## config.mk

```make
export PLATFORM = sky130hd
export DESIGN_NAME = distributed_dma
export DESIGN_NICKNAME = d
export VERILOG_FILES = /design/src/dma_slave_pkg.sv /design/src/distributed_dma.sv
export VERILOG_INCLUDE_DIRS = /design/src /design/src/src
export SDC_FILE = /design/constraint.sdc
export NUM_CORES = 1
export LEC_CHECK = 0
export ABC_AREA = 0
export BUFFER_PORTS_ARGS = -buffer_cell sky130_fd_sc_hd__buf_4
export CORE_MARGIN = 2
export CORE_UTILIZATION = 43
export DETAILED_ROUTE_END_ITERATION = 10
export PLACE_DENSITY_LB_ADDON = 0.3
export SLEW_MARGIN = 20
export SYNTH_ARGS = -nofsm -noshare
export SYNTH_HDL_FRONTEND = slang
export SYNTH_SLANG_ARGS = --single-unit
```

## constraint.sdc

```tcl
create_clock -name i_core_clk -period 4.4 [get_ports i_core_clk]
set_input_delay 1.32 -clock i_core_clk [delete_from_list [all_inputs] [get_ports i_core_clk]]
set_output_delay 1.32 -clock i_core_clk [all_outputs]
set_load 0.005 [all_outputs]
```

## src/dma_slave_defs.svh

```systemverilog
// Named constants for the socket DMA slave control block.
// Assumes an 8-bit register port with a 4-bit byte offset.
`ifndef DMA_SLAVE_DEFS_SVH
`define DMA_SLAVE_DEFS_SVH

`define REG_ADDR_W      4
`define REG_DATA_W      8
`define OFF_STATUS      4'h8
`define OFF_SW_REQUEST  4'h9
`define OFF_MODE        4'hb
`define OFF_MASTER_CLR  4'hd
`define OFF_MASK        4'hf

`define MODE_SEL_HI     7
`define MODE_SEL_LO     6
`define DIR_BIT         5
`define AUTO_BIT        4
`define TYPE_SEL_HI     3
`define TYPE_SEL_LO     2

`define MODE_DEMAND     2'h0
`define MODE_SINGLE     2'h1
`define MODE_BLOCK      2'h2
`define MODE_RESV       2'h3
`define TYPE_NONE       2'h0
`define TYPE_WRITE      2'h1
`define TYPE_READ       2'h2

`define RESV_ZERO2      2'h0
`define RESV_ZERO7      7'h00
`define TC_ALL          4'hf
`define TC_NONE         4'h0
`define RDATA_ZERO      8'h00
`define MASK_RESET      1'b0

`define CNT_W           16
`define CNT_ZERO        16'h0000
`define CNT_ONE         16'h0001
`define FIFO_W          8
`define FIFO_DEPTH      16
`define LEVEL_W         5

`endif

```

## src/dma_slave_pkg.sv

```systemverilog
// Types shared by the socket DMA slave control block.
// Assumes the constants header is on the include path.
`include "dma_slave_defs.svh"

package dma_slave_pkg;

  typedef enum logic [2:0]
  {
    ST_IDLE   = 3'b001,
    ST_ACTIVE = 3'b010,
    ST_HOLD   = 3'b100
  } chan_state_type;

  typedef struct packed
  {
    chan_state_type           state;
    logic [1:0]               transfer_mode_select;
    logic                     address_direction;
    logic                     auto_reload_enable;
    logic [1:0]               transfer_type_select;
    logic                     channel_mask_bit;
    logic                     request_status_bits;
    logic [3:0]               terminal_count_bits;
    logic                     sw_request;
    logic                     present_seen;
    logic [`CNT_W-1:0]        cur_addr;
    logic [`CNT_W-1:0]        cur_count;
    logic                     src_ready;
    logic                     tc_pulse;
    logic                     busy;
    logic                     dir_read;
    logic [`REG_DATA_W-1:0]   rdata;
  } ctrl_state_type;

endpackage : dma_slave_pkg

```

## src/distributed_dma.sv

```systemverilog
// Socket DMA slave control: status, software request, mode, master clear
// and mask registers, a transfer sequencer and a 16-word data FIFO.
// Assumes all inputs are synchronous to i_core_clk and that the host bus
// cycle generator consumes the FIFO output and the current address.
`include "dma_slave_defs.svh"

module xfer_fifo
#(
  parameter int WIDTH = 8,
  parameter int DEPTH = 16
)
(
  // Clock and reset.
  input  wire logic                       i_clk,
  input  wire logic                       i_rst,
  input  wire logic                       i_clear,
  // Filling side.
  input  wire logic [WIDTH-1:0]           i_in_data,
  input  wire logic                       i_in_valid,
  output logic                            o_in_ready,
  // Draining side.
  output logic [WIDTH-1:0]                o_out_data,
  output logic                            o_out_valid,
  input  wire logic                       i_out_ready,
  // Fill level.
  output logic [$clog2(DEPTH):0]          o_level
);

  localparam int AW = $clog2(DEPTH);

  typedef struct packed
  {
    logic [AW:0] wr;
    logic [AW:0] rd;
  } fifo_state_type;

  fifo_state_type           st_r;
  fifo_state_type           st_nxt;
  logic [WIDTH-1:0]         mem_r [DEPTH];
  logic                     push;
  logic                     pop;
  logic                     full;
  logic                     empty;

  assign full        = (st_r.wr[AW] != st_r.rd[AW]) &&
                       (st_r.wr[AW-1:0] == st_r.rd[AW-1:0]);
  assign empty       = (st_r.wr == st_r.rd);
  assign push        = i_in_valid && !full;
  assign pop         = i_out_ready && !empty;
  assign o_in_ready  = !full;
  assign o_out_valid = !empty;
  assign o_out_data  = mem_r[st_r.rd[AW-1:0]];
  assign o_level     = st_r.wr - st_r.rd;

  always_comb
  begin
    st_nxt = st_r;
    if (i_clear)
    begin
      st_nxt = '0;
    end
    else
    begin
      if (push)
      begin
        st_nxt.wr = st_r.wr + 1'b1;
      end
      if (pop)
      begin
        st_nxt.rd = st_r.rd + 1'b1;
      end
    end
  end

  always_ff @(posedge i_clk)
  begin
    if (i_rst)
    begin
      st_r <= '0;
    end
    else
    begin
      st_r <= st_nxt;
    end
  end

  always_ff @(posedge i_clk)
  begin
    if (push && !i_clear)
    begin
      mem_r[st_r.wr[AW-1:0]] <= i_in_data;
    end
  end

endmodule : xfer_fifo

// Overview of operation
// - Status bits 7-4 all read one while card request held, zero after.
// - Request status bits follow the card request regardless of mask.
// - Terminal count sets all four status bits 3-0.
// - Terminal count bits clear on status read or channel reset.
// - Any write to the software request register raises a software request.
// - Mode bits 7-6 select demand, single or block; 11 reserved.
// - Address increments after each transfer if bit 5 zero, else decrements.
// - Mode bit 4 enables auto-initialisation; zero after reset.
// - Mode bits 3-2 select none, write (card to memory) or read.
// - Mode bits 1-0 are read-only and read zero.
// - Any master clear write returns every register to reset state, except status and mask bits set by a same-cycle event.
// - Only bit 0 of the mask register has meaning, the channel mask.
// - Mask bit sets automatically when the card is removed.
// - Mask one ignores card requests; mask zero services them.
module distributed_dma
  import dma_slave_pkg::*;
(
  // Clock and reset.
  input  wire logic                      i_core_clk,
  input  wire logic                      i_sys_rst,
  // Register port.
  input  wire logic [`REG_ADDR_W-1:0]    i_reg_addr,
  input  wire logic [`REG_DATA_W-1:0]    i_reg_wdata,
  input  wire logic                      i_reg_wr,
  input  wire logic                      i_reg_rd,
  output logic      [`REG_DATA_W-1:0]    o_reg_rdata,
  // Card side.
  input  wire logic                      i_card_dreq,
  input  wire logic                      i_card_present,
  // Base values from the address and count registers.
  input  wire logic [`CNT_W-1:0]         i_base_addr,
  input  wire logic [`CNT_W-1:0]         i_base_count,
  input  wire logic                      i_base_load,
  // Data source.
  input  wire logic [`FIFO_W-1:0]        i_src_data,
  input  wire logic                      i_src_valid,
  output logic                           o_src_ready,
  // Data sink.
  output logic      [`FIFO_W-1:0]        o_dst_data,
  output logic                           o_dst_valid,
  input  wire logic                      i_dst_ready,
  // Channel status.
  output logic      [`CNT_W-1:0]         o_cur_addr,
  output logic      [`CNT_W-1:0]         o_cur_count,
  output logic                           o_tc,
  output logic                           o_busy,
  output logic                           o_dir_read
);

  localparam ctrl_state_type RESET_STATE = '{
    state:                ST_IDLE,
    transfer_mode_select: `MODE_DEMAND,
    address_direction:    1'b0,
    auto_reload_enable:   1'b0,
    transfer_type_select: `TYPE_NONE,
    channel_mask_bit:     `MASK_RESET,
    request_status_bits:  1'b0,
    terminal_count_bits:  `TC_NONE,
    sw_request:           1'b0,
    present_seen:         1'b0,
    cur_addr:             `CNT_ZERO,
    cur_count:            `CNT_ZERO,
    src_ready:            1'b0,
    tc_pulse:             1'b0,
    busy:                 1'b0,
    dir_read:             1'b0,
    rdata:                `RDATA_ZERO
  };

  ctrl_state_type           st_r;
  ctrl_state_type           st_nxt;
  logic [`LEVEL_W-1:0]      fifo_level;
  logic                     fifo_in_ready;
  logic                     xfer;
  logic                     tc_evt;
  logic                     card_req;
  logic                     type_ok;
  logic                     removal;
  logic                     wr_mode;
  logic                     wr_sw_req;
  logic                     wr_mclr;
  logic                     wr_mask;
  logic                     rd_status;

  assign xfer      = i_src_valid && st_r.src_ready;
  assign tc_evt    = xfer && (st_r.cur_count == `CNT_ZERO);
  assign card_req  = i_card_dreq && !st_r.channel_mask_bit;
  assign type_ok   = (st_r.transfer_type_select == `TYPE_WRITE) ||
                     (st_r.transfer_type_select == `TYPE_READ);
  assign removal   = st_r.present_seen && !i_card_present;
  assign wr_mode   = i_reg_wr && (i_reg_addr == `OFF_MODE);
  assign wr_sw_req = i_reg_wr && (i_reg_addr == `OFF_SW_REQUEST);
  assign wr_mclr   = i_reg_wr && (i_reg_addr == `OFF_MASTER_CLR);
  assign wr_mask   = i_reg_wr && (i_reg_addr == `OFF_MASK);
  assign rd_status = i_reg_rd && (i_reg_addr == `OFF_STATUS);

  always_comb
  begin
    st_nxt          = st_r;
    st_nxt.rdata    = `RDATA_ZERO;

    // Transfer sequencer.
    unique case (st_r.state)
      ST_IDLE:
      begin
        if (type_ok)
        begin
          if (st_r.transfer_mode_select == `MODE_BLOCK)
          begin
            if (card_req || st_r.sw_request)
            begin
              st_nxt.state      = ST_ACTIVE;
              st_nxt.sw_request = 1'b0;
            end
          end
          else if (st_r.transfer_mode_select != `MODE_RESV && card_req)
          begin
            st_nxt.state = ST_ACTIVE;
          end
        end
      end
      ST_ACTIVE:
      begin
        // A single-mode word waits for the request to drop even at terminal
        // count, so a request that is still held never gets a second word.
        if (!type_ok)
        begin
          st_nxt.state = ST_IDLE;
        end
        else if (st_r.transfer_mode_select == `MODE_SINGLE && xfer)
        begin
          st_nxt.state = ST_HOLD;
        end
        else if (tc_evt)
        begin
          st_nxt.state = ST_IDLE;
        end
        else if (st_r.transfer_mode_select == `MODE_DEMAND && !card_req)
        begin
          st_nxt.state = ST_IDLE;
        end
      end
      ST_HOLD:
      begin
        if (!card_req)
        begin
          st_nxt.state = ST_IDLE;
        end
      end
      default:
      begin
        st_nxt.state = ST_IDLE;
      end
    endcase

    // Address and count stepping, with reload at terminal count.
    if (i_base_load || (tc_evt && st_r.auto_reload_enable))
    begin
      st_nxt.cur_addr  = i_base_addr;
      st_nxt.cur_count = i_base_count;
    end
    else if (xfer)
    begin
      st_nxt.cur_addr  = st_r.address_direction ?
                         st_r.cur_addr - `CNT_ONE :
                         st_r.cur_addr + `CNT_ONE;
      st_nxt.cur_count = st_r.cur_count - `CNT_ONE;
    end

    // Register writes.
    if (wr_mode)
    begin
      st_nxt.transfer_mode_select =
        i_reg_wdata[`MODE_SEL_HI:`MODE_SEL_LO];
      st_nxt.address_direction    = i_reg_wdata[`DIR_BIT];
      st_nxt.auto_reload_enable   = i_reg_wdata[`AUTO_BIT];
      st_nxt.transfer_type_select =
        i_reg_wdata[`TYPE_SEL_HI:`TYPE_SEL_LO];
    end
    if (wr_sw_req)
    begin
      st_nxt.sw_request = 1'b1;
    end
    if (wr_mask)
    begin
      st_nxt.channel_mask_bit = i_reg_wdata[0];
    end

    // Register reads answer in the following cycle.
    if (i_reg_rd)
    begin
      unique case (i_reg_addr)
        `OFF_STATUS:
          st_nxt.rdata = {{4{st_r.request_status_bits}},
                          st_r.terminal_count_bits};
        `OFF_MODE:
          st_nxt.rdata = {st_r.transfer_mode_select,
                          st_r.address_direction,
                          st_r.auto_reload_enable,
                          st_r.transfer_type_select,
                          `RESV_ZERO2};
        `OFF_MASK:
          st_nxt.rdata = {`RESV_ZERO7, st_r.channel_mask_bit};
        default:
          st_nxt.rdata = `RDATA_ZERO;
      endcase
    end
    if (rd_status)
    begin
      st_nxt.terminal_count_bits = `TC_NONE;
    end

    // Master clear puts every register back to its reset state.
    if (wr_mclr)
    begin
      st_nxt          = RESET_STATE;
      st_nxt.rdata    = `RDATA_ZERO;
    end

    // Hardware events set after any clear, so a set is never lost.
    st_nxt.request_status_bits = i_card_dreq;
    st_nxt.present_seen        = i_card_present;
    st_nxt.tc_pulse            = tc_evt;
    if (tc_evt)
    begin
      st_nxt.terminal_count_bits = `TC_ALL;
    end
    if (removal)
    begin
      st_nxt.channel_mask_bit = 1'b1;
    end

    // Source ready leaves room for one word accepted on a stale ready.
    st_nxt.src_ready = (st_nxt.state == ST_ACTIVE) && !wr_mclr &&
                       fifo_in_ready &&
                       (({1'b0, fifo_level} + {5'h00, xfer}) <
                        6'(`FIFO_DEPTH));
    st_nxt.busy      = (st_nxt.state != ST_IDLE);
    st_nxt.dir_read  = (st_nxt.transfer_type_select == `TYPE_READ);
  end

  always_ff @(posedge i_core_clk)
  begin
    if (i_sys_rst)
    begin
      st_r <= RESET_STATE;
    end
    else
    begin
      st_r <= st_nxt;
    end
  end

  xfer_fifo
  #(
    .WIDTH (`FIFO_W),
    .DEPTH (`FIFO_DEPTH)
  )
  u_fifo
  (
    .i_clk       (i_core_clk),
    .i_rst       (i_sys_rst),
    .i_clear     (wr_mclr),
    .i_in_data   (i_src_data),
    .i_in_valid  (xfer),
    .o_in_ready  (fifo_in_ready),
    .o_out_data  (o_dst_data),
    .o_out_valid (o_dst_valid),
    .i_out_ready (i_dst_ready),
    .o_level     (fifo_level)
  );

  assign o_reg_rdata = st_r.rdata;
  assign o_src_ready = st_r.src_ready;
  assign o_cur_addr  = st_r.cur_addr;
  assign o_cur_count = st_r.cur_count;
  assign o_tc        = st_r.tc_pulse;
  assign o_busy      = st_r.busy;
  assign o_dir_read  = st_r.dir_read;
endmodule : distributed_dma

```

==> metrics.md <==
| Metric | Value |
|---|---|
| Outcome | finished clean |
| # nets final | 900 |
| Initial antenna violation count | 0 |
| First-pass GRT wire length | 32.3 mm |
| TritonCTS clock tree | yes |
| Final Hold Fails | 0 |
| Layout area overhead | 17.1% |
| Initial DRT Pass Iterations | 4 |
| Fillers | 1844 |
| Critical Path RT | 3.08 ns |
| Cell Chain, Critical Path | buf_12 > mux4_2 > mux4_2 > buf_4 |
| Peak VDD IR | 0.274 mV |
| Worst Path Max Fanout | 23 |
| Ranking of synthesized cells by area | edfxtp_1 (42%), dfxtp_1 (16%), mux4_2 (9.7%), ha_1 (3.4%), buf_4 (3.2%) |
| Hold Crit Class | reg -> reg |
| DP HPWL | 13.2 mm |
| Cell with the most instances on the worst path | mux4_2 |
| HP Start | st_r[45] |
| Compound-Gate Fraction of Synth Area | 0.0937 |
| TritonCTS Buffers | 17 |
| Setup bufs post-CTS | 0 |
| Worst path slowest cell | dfxtp_2 |
| Storage cell area | 0.00529 mm2 |
| XOR/XNOR Fraction of Synth Area | 0.0312 |
| Post-Synth Simple-Gate Area | 0.111 |
| Arrival @ worst endpoint | 2.49 ns |
| Post-synth cell types | 61 |
| Ports | 114 |
| Critical Path End | o_dst_data[7] |
| Largest family of logic cells by synthesized area | simple AND/OR/NAND/NOR gates |
| Final Cell Area | 0.0108 mm2 |
| Fmax | 263 MHz |
| Initial DRC count | 421 |
| Global route overflow | 0 |
| Syn nets | 819 |
| Total GRT Usage | 0.189 |
| Setup WS post-layout | 0.592 ns |
| Vias post-DR | 6031 |
| Post-synth top cells | edfxtp_1 (128), dfxtp_1 (72), nor2_1 (72) |
| Mux cell area share after synthesis | 0.103 |
| Placed Instance Area | 0.0102 mm2 |
| Via density | 5.48 |
| Area of the multi-input gates | 0.00349 mm2 |
| Post-Syn Instances | 731 |
| Cell Area, Synth | 0.00926 mm2 |
| DRT antenna net count | 0 |
| Layout cells sized above 1 | 0.273 |
| Dpl ws | 1.00 ns |
| Leakage power | 3.88 nW |
| Cts-stage hold buffer count | 0 |
| Max_cap viols | 0 |
| Sequential share of the synthesized area | 0.571 |
| Routed Wire Length | 20.4 mm |
| Fin crit period | 3.81 ns |
| Routability cong. | 0.792 |
| Crit Reg-Reg Startpoint | st_r[55] |
| Core Region | 0.0211 mm2 |
| Setup Skew | 0.0173 ns |
| Detailed-route DRC error count | 0 |
| Longest Clk Path Bufs | 2 |
| H-tree Lvls | 4 |
| Root Driver | clkbuf_16 |
| R2R Setup Slk | 1.76 ns |
| Die Footprint | 0.0227 mm2 |
| Worst rel slew slack | 0.415 |
| Ys Warns | 0 |
| WL per Instance | 18.6 um |
| Avg Synthesized Cell Area | 12.7 um2 |
| Count leader, synth | edfxtp_1 |
| PwrDens | 361 mW/mm2 |
| Worst setup EP type | output port |
| Slew @ Worst Pin | 0.878 ns |
| RSZ-0062 raised after global routing | false |
| Final period util | 0.866 |
| Vias in the first global route | 6005 |
| Area leader, netlist | edfxtp_1 |
| Fraction of registers with async set or reset after synthesis | 0 |
| R2R depth | 9 |
| Pins over their slew limit | 0 |
| Initial Utilization | 0.439 |
| Number of clock sinks | 200 |
| Setup TNS | 0 ns |
| Register bit total from synthesis | 200 |
| Startpoint types | flop |
| Yosys top cell area share | 0.415 |
| Slowest stage delay, CP | 0.58 ns |
| Critical path class | reg -> out |
| N_diodes | 0 |
| Clk_lat worst skew | 0.45 ns |
| FP Rows | 53 |
| R2r endpoint | o_cur_addr[13] |
| I/O Buffers | 112 |
| Top FF cell, synth | edfxtp_1 |
| Count of final setup violators | 0 |
| Largest net degree at the start of global routing | 42 |
| Die H | 151 um |
| Post-synth EDFFs | 128 |
| Die Wd | 151 um |
| Post-CTS sizing | 0 |
| Post-synthesis adder-cell area fraction | 0.0381 |
| Clock slew at reported path FFs | 0.08 ns |
[worst min-delay path by stage]
| stage | endpoint | slack (ns) | cells past startpoint |
|---|---|---|---|
| 6_report | st_r[45] | 0.48 | 2 |
| 3_5_place_dp | st_r[45] | 0.46 | 2 |
| 3_3_place_gp | st_r[45] | 0.46 | 2 |
| 5_1_grt | st_r[45] | 0.52 | 2 |
| 4_1_cts | st_r[45] | 0.48 | 2 |
| 2_1_floorplan | st_r[45] | 0.44 | 2 |
[logic make-up (layout without fill, tap and decap cells)]
family / Yosys count / after routing
buffers and inverters: 87 / 181
AO/OA/AOI/OAI: 128 / 128
flip-flops: 200 / 200
XOR/XNOR: 33 / 33
multiplexers: 45 / 45
AND/OR/NAND/NOR: 211 / 211
adder cells (fa/ha/maj): 27 / 27
[layout make-up]
| type | instances | area share |
|---|---|---|
| repair buffers | 135 | 0.0946 |
| clock buffers | 17 | 0.0392 |
| clock inverters | 15 | 0.0198 |
| inverters | 14 | 0.00485 |
| flip-flops and latches | 200 | 0.488 |
| multi-input cells | 444 | 0.322 |
| well taps | 275 | 0.0317 |
[layout by cell type, fill, tap and decap left out, types with 17 or more instances in the layout]
| cell | Yosys | layout |
|---|---|---|
| buf_4 | 40 | 134 |
| edfxtp_1 | 128 | 128 |
| nor2_1 | 72 | 72 |
| dfxtp_1 | 72 | 71 |
| nand2_1 | 46 | 46 |
| mux4_2 | 40 | 40 |
| a21oi_1 | 37 | 37 |
| ha_1 | 25 | 25 |
| xnor2_1 | 24 | 24 |
| a211oi_1 | 19 | 19 |
| nor3_1 | 17 | 17 |
| clkbuf_16 | 0 | 17 |
[power breakdown]
part	leakage, nW	switching [W]	internal [W]	total (W)
clock	0.309	0.000851	0.000807	0.00166
sequential	1.74	0.0000260	0.00201	0.00204
combinational	1.83	0.000111	0.000108	0.000218
[routing by layer]
layer	GRT usage	routed length [um]	vias up
li1	-	-	2865
met1	0.251	8990	2957
met2	0.299	9700	174
met3	0.0518	1290	35
met4	0.0673	435	0
met5	0	0	-
[sequential cells by signal (all words and copies together) (netlist names), named ones only]
signal        count
o_cur_addr       16
o_dir_read        1
o_busy            1
u_fifo.mem_r    128
o_cur_count      16
u_fifo.st_r      10
o_reg_rdata       8
o_tc              1
st_r             14
o_src_ready       1
[worst max-delay path: cells and delay by family, from the launching register on]
family	cells	cell delay (ns)
buf+inv	2	0.43
flops	1	0.58
mux	2	1.04
[through the flow]
stage          hold slack, ns   util  power (W)  instances
6_report                0.480  0.514    0.00392       1100
5_1_grt                 0.519  0.514    0.00405       1100
4_1_cts                 0.476  0.514    0.00395       1100
3_5_place_dp            0.465  0.484    0.00230       1068
3_3_place_gp            0.456  0.484    0.00230       1068
2_1_floorplan           0.443      -    0.00221        731
Power figures use the tool's default switching activity.
